File: config.mk
export PLATFORM = sky130hd
export DESIGN_NAME = comparator_control_regs
export DESIGN_NICKNAME = d
export VERILOG_FILES = /design/src/shared/comparator_pkg.sv /design/src/hdl/comparator_control_regs.sv
export SDC_FILE = /design/constraint.sdc
export NUM_CORES = 1
export LEC_CHECK = 0
export BUFFER_PORTS_ARGS = -buffer_cell sky130_fd_sc_hd__buf_2
export CORE_UTILIZATION = 44
export CTS_CLUSTER_SIZE = 25
export DETAILED_ROUTE_END_ITERATION = 16
export PLACE_DENSITY = 0.7
export SKIP_LAST_GASP = 1
export SLEW_MARGIN = 20
export SYNTH_ARGS = -nofsm -noshare
export SYNTH_HDL_FRONTEND = slang
export SYNTH_SLANG_ARGS = --single-unit
export TNS_END_PERCENT = 30
File: constraint.sdc
create_clock -name mclk -period 1.4 [get_ports mclk]
set_input_delay 0.07 -clock mclk [delete_from_list [all_inputs] [get_ports mclk]]
set_output_delay 0.07 -clock mclk [all_outputs]
set_load 0.005 [all_outputs]
File: src/shared/comparator_pkg.sv
`default_nettype none
package comparator_pkg;

  // ==========================================
  // register addresses
  localparam logic [7:0] ADDR_CONTROL = 8'h9B;
  localparam logic [7:0] ADDR_MODE    = 8'h9D;
  localparam logic [7:0] ADDR_MUX     = 8'h9F;

  // ==========================================
  // reset values
  localparam logic [7:0] RESET_CONTROL = 8'h00;
  localparam logic [7:0] RESET_MODE    = 8'h02;
  localparam logic [7:0] RESET_MUX     = 8'hFF;

  // ==========================================
  // field positions
  localparam int CTL_ENABLE_BIT = 7;
  localparam int CTL_OUT_BIT    = 6;
  localparam int CTL_RISE_BIT   = 5;
  localparam int CTL_FALL_BIT   = 4;
  localparam int CTL_HYP_LSB    = 2;
  localparam int CTL_HYN_LSB    = 0;
  localparam int MODE_RISE_BIT  = 5;
  localparam int MODE_FALL_BIT  = 4;
  localparam int MODE_RESP_LSB  = 0;
  localparam int NIB_OFF_BIT    = 3;
  localparam int NEG_LSB        = 4;
  localparam int POS_LSB        = 0;
  localparam logic [7:0] MODE_WRITE_MASK = 8'h33;
  localparam logic [7:0] CTL_WRITE_MASK  = 8'hBF;

  // ==========================================
  // types
  typedef enum logic [1:0] {
    RESP_100NS  = 2'b00,
    RESP_175NS  = 2'b01,
    RESP_320NS  = 2'b10,
    RESP_1050NS = 2'b11
  } resp_code_t;

  typedef struct packed {
    logic       wr;
    logic       rd;
    logic [7:0] addr;
    logic [7:0] wdata;
  } sfr_req_t;

  // onehot bit k selects the k-th pin of the list; all zero means none
  typedef struct packed {
    logic       power_on;
    logic [7:0] neg_onehot;
    logic [7:0] pos_onehot;
    resp_code_t response;
    logic [1:0] hyst_pos;
    logic [1:0] hyst_neg;
  } analog_ctrl_t;

endpackage
`default_nettype wire

File: src/hdl/comparator_control_regs.sv
`timescale 1ns/100ps
`default_nettype none

// How it works
// RULE_01 - upper mux nibble picks negative odd pin
// RULE_02 - lower mux nibble picks positive even pin
// RULE_03 - nibble top bit set disconnects input
// RULE_04 - mux register at 0x9F, resets all ones
// RULE_05 - mode bits 7-6, 3-2 read zero
// RULE_06 - mode bit5 enables rising-edge interrupt
// RULE_07 - mode bit4 enables falling-edge interrupt
// RULE_08 - mode bits 1-0 drive response time
// RULE_09 - mode register at 0x9D, resets 0x02
// RULE_10 - sticky edge flags until software clears
// RULE_11 - interrupt when enabled flag is set
// RULE_12 - enable powers comparator; off drives output low
// RULE_13 - software clears flags after power or mode change
// RULE_14 - two-flop sync before edge detection
// RULE_15 - edge set beats simultaneous software clear
module comparator_control_regs
  import comparator_pkg::*;
(
  input  wire logic         mclk,
  input  wire logic         rst,
  input  wire sfr_req_t     sfr,
  output var  logic [7:0]   sfr_rdata,
  input  wire logic         async_comparator_output,
  output var  analog_ctrl_t analog,
  output var  logic         sync_comparator_output,
  output var  logic         comparator_irq
);

  // ==========================================
  // decode helpers
  function automatic logic [7:0] pin_onehot(input logic [3:0] nib);
    logic [7:0] sel;
    sel = 8'h00;
    if (!nib[NIB_OFF_BIT]) begin
      sel[nib[2:0]] = 1'b1;
    end
    return sel;
  endfunction

  function automatic logic addr_hit(input sfr_req_t r, input logic [7:0] a);
    return r.addr == a;
  endfunction

  // ==========================================
  // registers
  logic [7:0] comparator_control;
  logic [7:0] comparator_mode_select;
  logic [7:0] comparator_input_mux;
  logic       sync_a;
  logic       sync_b;
  logic       sync_prev;

  wire logic wr_control = sfr.wr && addr_hit(sfr, ADDR_CONTROL);
  wire logic wr_mode    = sfr.wr && addr_hit(sfr, ADDR_MODE);
  wire logic wr_mux     = sfr.wr && addr_hit(sfr, ADDR_MUX);

  wire logic comparator_enable = comparator_control[CTL_ENABLE_BIT];
  wire logic rise_edge_flag    = comparator_control[CTL_RISE_BIT];
  wire logic fall_edge_flag    = comparator_control[CTL_FALL_BIT];
  wire logic rise_irq_enable   = comparator_mode_select[MODE_RISE_BIT];
  wire logic fall_irq_enable   = comparator_mode_select[MODE_FALL_BIT];

  // ==========================================
  // synchroniser and edge detect
  // edges only count while powered: the analog output is meaningless when off
  wire logic rise_edge = comparator_enable && sync_b && !sync_prev;
  wire logic fall_edge = comparator_enable && !sync_b && sync_prev;
  // nothing but sync_b reads sync_a: the first stage may still be settling

  always_ff @(posedge mclk or posedge rst) begin
    if (rst) begin
      sync_a    <= 1'b0;
      sync_b    <= 1'b0;
      sync_prev <= 1'b0;
    end else begin
      sync_a    <= async_comparator_output; // RULE_14
      sync_b    <= sync_a; // RULE_14
      sync_prev <= sync_b;
    end
  end

  // ==========================================
  // next register values
  wire logic [7:0] ctl_written =
    (sfr.wdata & CTL_WRITE_MASK) | (comparator_control & ~CTL_WRITE_MASK);
  wire logic [7:0] ctl_base = wr_control ? ctl_written : comparator_control;

  // hardware set is or-ed last so a same-cycle clear cannot lose it
  wire logic next_rise = ctl_base[CTL_RISE_BIT] | rise_edge; // RULE_10 RULE_15
  wire logic next_fall = ctl_base[CTL_FALL_BIT] | fall_edge; // RULE_10 RULE_15

  wire logic [7:0] next_control = {
    ctl_base[CTL_ENABLE_BIT],
    1'b0,
    next_rise,
    next_fall,
    ctl_base[3:0]
  };

  wire logic [7:0] next_mode =
    wr_mode ? (sfr.wdata & MODE_WRITE_MASK) : comparator_mode_select; // RULE_05

  wire logic [7:0] next_mux = wr_mux ? sfr.wdata : comparator_input_mux; // RULE_04

  always_ff @(posedge mclk or posedge rst) begin
    if (rst) begin
      comparator_control     <= RESET_CONTROL;
      comparator_mode_select <= RESET_MODE; // RULE_09
      comparator_input_mux   <= RESET_MUX; // RULE_04
    end else begin
      comparator_control     <= next_control;
      comparator_mode_select <= next_mode;
      comparator_input_mux   <= next_mux;
    end
  end

  // ==========================================
  // read path
  // output state bit shows the live synchronised comparator level
  wire logic [7:0] control_view = {
    comparator_control[CTL_ENABLE_BIT],
    sync_b,
    comparator_control[5:0]
  };

  wire logic [7:0] read_value =
    addr_hit(sfr, ADDR_CONTROL) ? control_view :
    addr_hit(sfr, ADDR_MODE)    ? comparator_mode_select :
    addr_hit(sfr, ADDR_MUX)     ? comparator_input_mux :
                                  8'h00;

  wire logic [7:0] next_rdata = sfr.rd ? read_value : sfr_rdata;

  // ==========================================
  // analog side and outputs
  wire analog_ctrl_t next_analog = '{
    power_on:   comparator_enable, // RULE_12
    neg_onehot: pin_onehot(comparator_input_mux[NEG_LSB +: 4]), // RULE_01 RULE_03
    pos_onehot: pin_onehot(comparator_input_mux[POS_LSB +: 4]), // RULE_02 RULE_03
    response:   resp_code_t'(comparator_mode_select[MODE_RESP_LSB +: 2]), // RULE_08
    hyst_pos:   comparator_control[CTL_HYP_LSB +: 2],
    hyst_neg:   comparator_control[CTL_HYN_LSB +: 2]
  };

  wire logic next_irq =
    (rise_edge_flag && rise_irq_enable) || // RULE_06 RULE_11
    (fall_edge_flag && fall_irq_enable); // RULE_07 RULE_11

  wire logic next_sync_out = comparator_enable && sync_b; // RULE_12

  always_ff @(posedge mclk or posedge rst) begin
    if (rst) begin
      sfr_rdata              <= 8'h00;
      analog                 <= '0;
      sync_comparator_output <= 1'b0;
      comparator_irq         <= 1'b0;
    end else begin
      sfr_rdata              <= next_rdata;
      analog                 <= next_analog;
      sync_comparator_output <= next_sync_out;
      comparator_irq         <= next_irq;
    end
  end
endmodule
`default_nettype wire

==> run summary, run 1 <==
Outcome - finished clean
Number of synthesized register bits - 55
Fraction of registers with async set/reset - 100.0%
CP cell instances - o2111ai_1 > a21oi_1
Pin count of the biggest net entering global routing - 41
Post-cts resize count - 0
Worst-margin pin slew - 0.3472 ns
Crit path max-delay cell type - dfstp_2
Fmax - 1.011 GHz
Wire per inst - 14.09 um
P&R area growth vs syn - 20.79%
Fraction of layout cells with a size suffix above 1 - 45.25%
Worst EP required - 1.63 ns
Synth Cell Area - 0.002191 mm2
Worst Path Max Fanout - 7
H-tree levels - 2
Hold Path Class - input port to flip-flop
Final Cycle Share - 70.68%
DR vias/cell - 5.083
Remaining Overflow, GRT - 0
Fin nets - 241
Die Span Y - 72.57 um
GP Congestion - 0.8016
Buffers & Inverters on Critical Path - 0
Worst setup skew after layout - 0.004133 ns
Seq/Total Area, Yosys - 63.34%
Die ar. - 0.005266 mm2
Core area - 0.004755 mm2
DRT iter0 DRCs - 106
Clock insertion delay at the later pin of the skew report - 0.30 ns
Initial antenna violation count - 0
Final Cell Area - 0.002646 mm2
Min cycle time layout - 0.9895 ns
CTS Sinks - 55
CP peak stage delay - 0.60 ns
Total wire length - 4057 um
Pwr per Cell Area - 1054 mW/mm2
Synth Area in Adders - 0%
Syn avg cell area - 13.87 um2
Initial Util - 46.08%
ANT cells - 0
EDFF count, synth - 0
Row Count - 25
Fin worst setup slack - 0.4105 ns
Placed cell area - 0.002536 mm2
CP arrival - 1.22 ns
Primary FF master, synth - dfrtp_1
Gr usage total - 17.73%
Crit path capture type - flip-flop
Yosys top cell area share - 52.54%
RSZ-0062 raised after global routing - no
Final TNS setup - 0 ns
Synth Warn # - 0
Number of setup violations in the final report - 0
CTS buffer count - 5
Mux contribution to synthesized area - 10.57%
CTS tree - done
Peak VDD IR - 0.4282 mV
CP delay by family, top - flip-flops
Setup CP Type - flip-flop to flip-flop
Dpl hpwl - 2914 um
Startpoint Class - flip-flop
Area contributors post-synth - dfrtp_1 53%, dfstp_2 11%, mux2_2 8.7%, a21o_1 2.1%, nand2b_1 2.0%
IO Count - 54
Yosys cell types - 32
Remaining DRCs - 0
Compound-Gate Fraction of Synth Area - 8.452%
Clk buf depth - 2
Vias in the first global route - 1,369
First-pass GRT wire length - 6858 um
Synth area leader - dfrtp_1
Slew Limit Fails - 0
Port-buffer cells - 53
Pre-CTS WS - 0.1574 ns
Synth Area in XOR/XNOR - 0%
Slew headroom - 76.82%
Clock-pin slew on the worst setup and hold paths - 0.09 ns
Detail Route Antenna Nets - 0
P_leak - 1.328 nW
Mapped Nets - 179
Die extent in x - 72.57 um
Clock root cell - clkbuf_8
Post-Synthesis Cells - 158
Via count - 1,464
Hold Vio Cnt, Final - 0
Total of max-cap violations - 0
Main combinational cell family by area after synthesis - simple AND/OR/NAND/NOR gates
Post-Synth Simple-Gate Area - 14.16%
DRT Pass-1 Iters - 4
## state kept, by name, summed over array words and instances, names as in the netlist
register                count
sync_b                      1
analog                     23
sfr_rdata                   8
sync_prev                   1
comparator_mode_select      4
comparator_input_mux        8
comparator_control          7
comparator_irq              1
sync_a                      1
sync_comparator_output      1
## cells in the final DEF (no fill, tap or decap), drive strengths merged, types with 5 or more instances in the layout
cell / instances
buf: 58
mux2: 17
nor3: 9
or2: 5
dfrtp: 46
nand2b: 7
a21o: 6
clkbuf: 8
dfstp: 9
inv: 6
nor2: 6
## cell usage after synthesis (3+ instances only)
master	instances
a21o_1	6
a21oi_1	4
dfrtp_1	46
dfstp_2	9
inv_1	6
mux2_2	17
mux2i_1	4
nand2_1	4
nand2b_1	7
nand4b_1	3
nor2_1	6
nor3_1	8
o2111ai_1	4
o22ai_1	4
o41ai_1	4
or2_2	5
## cell type report
| cell class | count | area [um2] |
|---|---|---|
| Multi-Input combinational cell | 91 | 726.9 |
| Fill cell | 440 | 2108 |
| Timing Repair Buffer | 61 | 345.3 |
| Sequential cell | 55 | 1388 |
| Clock buffer | 8 | 80.08 |
| Tap cell | 67 | 83.83 |
| Inverter | 6 | 22.52 |
## per-layer routing
layer | share of wire, % | up-vias | track usage, %
li1 | - | 697 | -
met1 | 46 | 710 | 23.83
met2 | 48 | 52 | 27.31
met3 | 4.5 | 5 | 4.028
met4 | 2.2 | 0 | 8.497
met5 | 0 | - | 0
## kinds of logic after synthesis
kind of cell    Yosys count
buf+inv                  12
flops                    55
simple gates             45
mux                      21
compound gates           25
## final timing paths
| path | startpoint | endpoint | slack [ns] | depth (start not counted) |
|---|---|---|---|---|
| max | comparator_input_mux[5]$_DFFE_PP1P_ | sfr_rdata[5]$_DFFE_PP0P_ | 0.41 | 2 |
| min | sfr[3] | comparator_input_mux[3]$_DFFE_PP1P_ | 0.02 | 2 |
| max reg2reg | comparator_input_mux[5]$_DFFE_PP1P_ | sfr_rdata[5]$_DFFE_PP0P_ | 0.41 | 2 |
| min reg2reg | sync_a$_DFF_PP0_ | sync_b$_DFF_PP0_ | 0.36 | 0 |
| max in group asynchronous | rst | comparator_input_mux[6]$_DFFE_PP1P_ | 0.55 | 4 |
| min in group asynchronous | rst | analog[9]$_DFF_PP0_ | 0.27 | 3 |
## timing repair
action                                 4_1_cts  5_1_grt
setup buffers                                0        0
hold buffers                                 3        0
endpoints found under the hold margin       15        0
## power breakdown
part           total [mW]  internal, mW  switching [mW]
Clock               0.813         0.356           0.457
Sequential           1.72          1.67          0.0484
Combinational       0.258         0.125           0.133
## stage by stage
step	total power [mW]	utilization (%)	hold slack [ns]	instances
final	2.788	55.66	0.02171	288
after global routing	2.916	55.66	0.02478	288
after CTS	2.816	55.66	0.01688	288
after detailed placement	2.004	53.34	0.05459	277
after global placement	1.998	53.34	0.05177	277
after floorplan	1.887	-	0.1014	158
Power figures use the tool's default switching activity.
==> run 2: changes to the inputs <==
==> constraint.sdc (replaced) <==
create_clock -name mclk -period 0.89 [get_ports mclk]
set_input_delay 0.0445 -clock mclk [delete_from_list [all_inputs] [get_ports mclk]]
set_output_delay 0.0445 -clock mclk [all_outputs]
set_load 0.005 [all_outputs]
==> run 2 against run 1 <==
Compared with the run above: the flow now finishes with violations (setup timing); clock skew is 0.00068 ns lower; sequential share of layout area down 6.1 points; clock-buffer cell count decreased by 2; final cell count up 8.7%; sequential power is 57% higher; clock power up 110%; worst setup slack got worse by 0.50 ns; routed wire length grew 7.0%; total power grew 77%; first-iteration DRC count is 33% higher; sequential cell count stayed put; critical path type is now flip-flop to output port; largest cell class unchanged.
==> run summary, run 2 (synthesized netlist as in run 1, its figures left out) <==
DRT iter0 DRCs - 141
Die ar. - 0.005266 mm2
Placed insts - 296
Remaining Overflow, GRT - 0
Wire per inst - 13.86 um
First-pass GRT wire length - 6982 um
Setup CP Type - flip-flop to output port
Clock-pin slew on the worst setup and hold paths - 0.09 ns
DRT Pass-1 Iters - 4
Most flop-heavy register - analog
Number of setup violations in the final report - 24
Most frequent cells in the layout - 49 x buf_2, 46 x dfrtp_1, 20 x buf_4
CP arrival - 0.94 ns
P&R area growth vs syn - 36.66%
Final core occ - 62.97%
Worst Hold Launch - sfr[1]
Slew Limit Fails - 0
Worst EP required - 0.85 ns
Pwr per Cell Area - 1645 mW/mm2
Min cycle time layout - 0.9832 ns
Worst-margin pin slew - 0.3703 ns
Final Cycle Share - 110.5%
Hold Vio Cnt, Final - 0
Fin worst setup slack - -0.09318 ns
Clock insertion delay at the later pin of the skew report - 0.30 ns
IO Count - 54
Initial Util - 46.08%
Slew headroom - 75.18%
CTS tree - done
Initial antenna violation count - 0
Core area - 0.004755 mm2
GP Congestion - 0.7686
Peak VDD IR - 0.7165 mV
DR vias/cell - 5.070
Row Count - 25
ANT cells - 0
Worst Path Max Fanout - 2
Dpl hpwl - 3016 um
CTS buffer count - 5
Die Span Y - 72.57 um
Crit path capture type - output port
Detail Route Antenna Nets - 0
Pin count of the biggest net entering global routing - 56
RSZ-0062 raised after global routing - yes
Max reg flops - 23
RR Endpoint - sfr_rdata[1]$_DFFE_PP0P_
Fmax - 1.017 GHz
Die extent in x - 72.57 um
Clk buf depth - 2
Origin of the worst setup path - sfr_rdata[4]$_DFFE_PP0P_
Hold Path Class - input port to flip-flop
Final instance count without filler cells - 313
Largest registers - analog x23, comparator_input_mux x8, sfr_rdata x8
Crit Reg-Reg Startpoint - comparator_input_mux[1]$_DFFE_PP1P_
Outcome - finished with violations
Clock root cell - clkbuf_8
Vias in the first global route - 1,474
Fin nets - 266
H-tree levels - 2
Startpoint Class - flip-flop
Worst Reg-to-Reg Cells - 2
Via count - 1,587
Most common cell after layout, fill and taps aside - buf_2
Hold Crit Depth - 2
Hold EP - comparator_control[1]$_DFFE_PP0N_
Gr usage total - 17.92%
Port-buffer cells - 53
Total of max-cap violations - 0
R2r setup slk - -0.08 ns
P_leak - 1.506 nW
Total wire length - 4339 um
Worst setup skew after layout - 0.003455 ns
Failing checks - setup timing
CTS Sinks - 55
Fraction of layout cells with a size suffix above 1 - 54.88%
Remaining DRCs - 0
## run 2: cell types whose count changed in the layout (fill, tap and decap cells not counted), sizes merged
cell and change:
bufinv +1, dlygate4sd3 +5, clkinv +1, inv -1, clkinvlp +1, clkbuf -2, buf +20
## run 2: final cells by class
| type | instances | area [um2] |
|---|---|---|
| multi-input combinational | 91 | 793.3 |
| timing repair buffer | 86 | 585.6 |
| sequential | 55 | 1388 |
| inverter | 6 | 26.28 |
| tap | 67 | 83.83 |
| fill | 385 | 1760 |
| clock buffer | 6 | 82.58 |
| clock inverter | 2 | 35.03 |
## run 2: power breakdown
part	switching (mW)	leakage [nW]	internal, mW
Clock	0.759	0.0612	0.910
Sequential	0.0729	0.701	2.63
Combinational	0.255	0.744	0.304
Total	1.09	1.51	3.84
## run 2: timing repair
item,in CTS,in global routing
endpoints found under the hold margin,55,0
hold buffers,8,0
setup buffers,1,0
gates resized for setup,11,10
setup endpoints to repair,25,33
pin swaps,7,0
## run 2: worst max-delay path: stages, from the launching register on
cell,delay (ns)
dfrtp_1,0.41
buf_6,0.12
buf_6,0.10
## run 2: routing by layer
layer	part of all wire (%)	vias to the layer above	global-route usage [%]	wire length, um
li1	-	745	-	-
met1	45	771	24.10	1944
met2	49	57	27.83	2105
met3	3.8	14	3.889	166
met4	2.8	0	8.497	123
met5	0	-	0	0
## run 2: worst max-delay path by stage
stage	cells past startpoint	slack (ns)	endpoint
2_1_floorplan	3	-0.18	comparator_mode_select[0]$_DFFE_PP0P_
3_3_place_gp	4	-0.26	comparator_control[0]$_DFFE_PP0N_
3_5_place_dp	4	-0.28	comparator_control[0]$_DFFE_PP0N_
4_1_cts	2	-0.10	sfr_rdata[4]
5_1_grt	2	-0.13	sfr_rdata[4]
6_report	2	-0.09	sfr_rdata[4]
## run 2: stage by stage
stage	setup TNS (ns)	hold slack (ns)	total power, mW	setup slack, ns	cell area, um2
after floorplan	-1.447	0.07593	2.969	-0.1844	2195
after global placement	-6.467	0.1373	3.214	-0.2631	2683
after detailed placement	-6.686	0.1401	3.224	-0.2840	2683
after CTS	-0.8475	0.003955	4.956	-0.1024	2948
after global routing	-2.279	0.01128	5.124	-0.1275	2994
final	-0.9020	0.01730	4.927	-0.09318	2994
==> run 3: changes to the inputs <==
--- a/config.mk
+++ b/config.mk
@@ -5,11 +5,12 @@
 export SDC_FILE = /design/constraint.sdc
 export NUM_CORES = 1
 export LEC_CHECK = 0
+export ABC_AREA = 1
 export BUFFER_PORTS_ARGS = -buffer_cell sky130_fd_sc_hd__buf_2
 export CORE_UTILIZATION = 44
 export CTS_CLUSTER_SIZE = 25
 export DETAILED_ROUTE_END_ITERATION = 16
-export PLACE_DENSITY = 0.7
+export PLACE_DENSITY = 0.71
 export SKIP_LAST_GASP = 1
 export SLEW_MARGIN = 20
 export SYNTH_ARGS = -nofsm -noshare
==> run 3 against run 2 <==
Compared with the run above: the flow still finishes with violations (setup timing); final cell count increased by 20%; clock skew increased by 0.0017 ns; routed wire length increased by 3.1%; critical path depth increased by 2.
==> run summary, run 3 <==
Wire per inst - 11.93 um
Crit path max-delay cell type - dfstp_2
Most used cell, CP - nand2_1
Failing checks - setup timing
Clk buf depth - 2
Fraction of layout cells with a size suffix above 1 - 42.86%
Setup CP Type - flip-flop to flip-flop
Buffers & Inverters on Critical Path - 1
Min cycle time layout - 0.9230 ns
GP Congestion - 0.7723
P&R area growth vs syn - 34.18%
Hold Path Class - input port to flip-flop
Via count - 1,746
Mapped Nets - 241
Most frequent cells in the layout - 65 x nand2_1, 53 x buf_2, 46 x dfrtp_1
Die Span Y - 72.36 um
Global route hottest layer - met2
DR vias/cell - 4.656
Synth cell count leaders - 72 x nand2_1, 46 x dfrtp_1, 22 x nand3_1, 17 x nor2_1, 16 x inv_1
Row Count - 25
Fin nets - 328
Met3 usage - 4.167%
Yosys top cell area share - 52.84%
Die ar. - 0.005236 mm2
CP cell instances - inv_2 > o21ai_2 > nand2_1 > nand2_1
GR Util met2 - 28.45%
CTS buffer count - 5
Initial Util - 45.82%
Number of synthesized register bits - 55
Detail Route Antenna Nets - 0
First-pass GRT wire length - 7369 um
Dpl hpwl - 3154 um
Fin worst setup slack - -0.03296 ns
Final core occ - 61.47%
DRT iter0 DRCs - 99
CTS Sinks - 55
Fmax - 1.083 GHz
CTS tree - done
Top-count cell post-synth - nand2_1
DRT Pass-1 Iters - 4
Total of max-cap violations - 0
Yosys cell types - 20
Startpoint Class - flip-flop
Total wire length - 4473 um
Max reg flops - 23
Pwr per Cell Area - 1535 mW/mm2
Worst-margin pin slew - 0.3033 ns
Crit path capture type - flip-flop
Most flop-heavy register - analog
Worst setup skew after layout - 0.005179 ns
Remaining DRCs - 0
Grt met1 use - 26.16%
IO Count - 54
EDFF count, synth - 0
Fillers - 424
Post-Synthesis Cells - 220
Worst Path Max Fanout - 4
CP delay by family, top - flip-flops
P_leak - 1.632 nW
Synth Warn # - 0
Most common cell after layout, fill and taps aside - nand2_1
Synth area leader - dfrtp_1
Peak VDD IR - 0.8496 mV
Number of setup violations in the final report - 16
Clock root cell - clkbuf_8
Total power - 4.486 mW
Worst EP required - 1.13 ns
CP peak stage delay - 0.55 ns
Die extent in x - 72.36 um
RSZ-0062 raised after global routing - yes
Final Cycle Share - 103.7%
Area contributors post-synth - dfrtp_1 53%, nand2_1 12%, dfstp_2 11%, nand3_1 5.1%, o21ai_0 3.4%
Vias in the first global route - 1,603
Pin count of the biggest net entering global routing - 56
H-tree levels - 2
Fraction of registers with async set/reset - 100.0%
ANT cells - 0
Largest registers - analog x23, comparator_input_mux x8, sfr_rdata x8
Primary FF master, synth - dfrtp_1
Hold Vio Cnt, Final - 0
Outcome - finished with violations
Clock insertion delay at the later pin of the skew report - 0.30 ns
Gr usage total - 18.60%
CP arrival - 1.17 ns
Slew Limit Fails - 0
Syn avg cell area - 9.902 um2
Clock-pin slew on the worst setup and hold paths - 0.09 ns
Core area - 0.004755 mm2
Port-buffer cells - 53
Seq/Total Area, Yosys - 63.70%
Initial antenna violation count - 0
Remaining Overflow, GRT - 0
Synth Cell Area - 0.002178 mm2
Slew headroom - 79.75%
-- run 3: changes by cell type after synthesis, moves of 8 or more --
| cell | before | now |
|---|---|---|
| nor3_1 | 8 | 0 |
| o21ai_0 | 0 | 15 |
| nand3_1 | 0 | 22 |
| inv_1 | 6 | 16 |
| nand2_1 | 4 | 72 |
| nor2_1 | 6 | 17 |
| mux2_2 | 17 | 0 |
-- run 3: layout make-up --
cell class | instances | area (um2) | area share (%)
Multi-Input combinational cell | 144 | 757.0 | 25.90
Inverter | 18 | 73.82 | 2.526
Timing Repair Buffer | 83 | 535.5 | 18.32
Clock inverter | 2 | 12.51 | 0.4281
Clock buffer | 6 | 72.57 | 2.483
Tap cell | 67 | 83.83 | 2.868
Sequential cell | 55 | 1388 | 47.47
-- run 3: where the power goes --
group / leakage [nW] / total, mW / switching [mW] / internal, mW
Combinational: 0.886 / 0.492 / 0.274 / 0.218
Sequential: 0.705 / 2.68 / 0.0603 / 2.62
Clock: 0.0412 / 1.32 / 0.765 / 0.551
Total: 1.63 / 4.49 / 1.10 / 3.39
-- run 3: worst reg2reg max path, cell delays in order (launching register included) --
cell	delay, ns
dfstp_2	0.55
inv_2	0.06
o21ai_2	0.13
nand2_1	0.07
nand2_1	0.05
-- run 3: worst paths after layout --
path | endpoint | slack (ns) | startpoint | cells after the start
max | sfr_rdata[2]$_DFFE_PP0P_ | -0.03 | comparator_input_mux[2]$_DFFE_PP1P_ | 4
min | sfr_rdata[7]$_DFFE_PP0P_ | 0.05 | sfr[16] | 3
max reg2reg | sfr_rdata[2]$_DFFE_PP0P_ | -0.03 | comparator_input_mux[2]$_DFFE_PP1P_ | 4
min reg2reg | sync_b$_DFF_PP0_ | 0.35 | sync_a$_DFF_PP0_ | 0
max in group asynchronous | comparator_input_mux[0]$_DFFE_PP1P_ | 0.26 | rst | 4
min in group asynchronous | comparator_irq$_DFF_PP0_ | 0.35 | rst | 4
-- run 3: what timing repair did --
| action | 4_1_cts | 5_1_grt |
|---|---|---|
| setup endpoints to repair | 24 | 38 |
| buffers inserted | 1 | 3 |
| hold buffers | 9 | 1 |
| pin swaps | 6 | 5 |
| hold endpoints to repair | 61 | 1 |
| gates cloned | 0 | 0 |
| gates resized for setup | 20 | 16 |
-- run 3: cell families after synthesis --
kind of cell | Yosys count | share of synthesized area [%]
and+or+nand+nor | 126 | 27.17
DFF | 55 | 63.70
buffers and inverters | 21 | 4.480
AOI/OAI and AO/OA | 18 | 4.653
-- run 3: layer usage --
| layer | vias up | part of all wire [%] |
|---|---|---|
| met4 | 0 | 1.6 |
| met2 | 52 | 48 |
| met5 | - | 0 |
| met1 | 825 | 47 |
| li1 | 863 | - |
| met3 | 6 | 4.0 |
-- run 3: stage by stage --
step	TNS [ns]	setup slack (ns)	std cells	hold slack, ns	cell area [um2]
floorplan	0	0.004467	220	0.07593	2182
global placement	-1.599	-0.1329	353	0.1350	2634
detailed placement	-2.023	-0.1379	353	0.1386	2634
CTS	-0.1866	-0.02759	371	0.007995	2845
global route	-1.343	-0.08776	375	0.05999	2923
finish	-0.1809	-0.03296	375	0.04563	2923
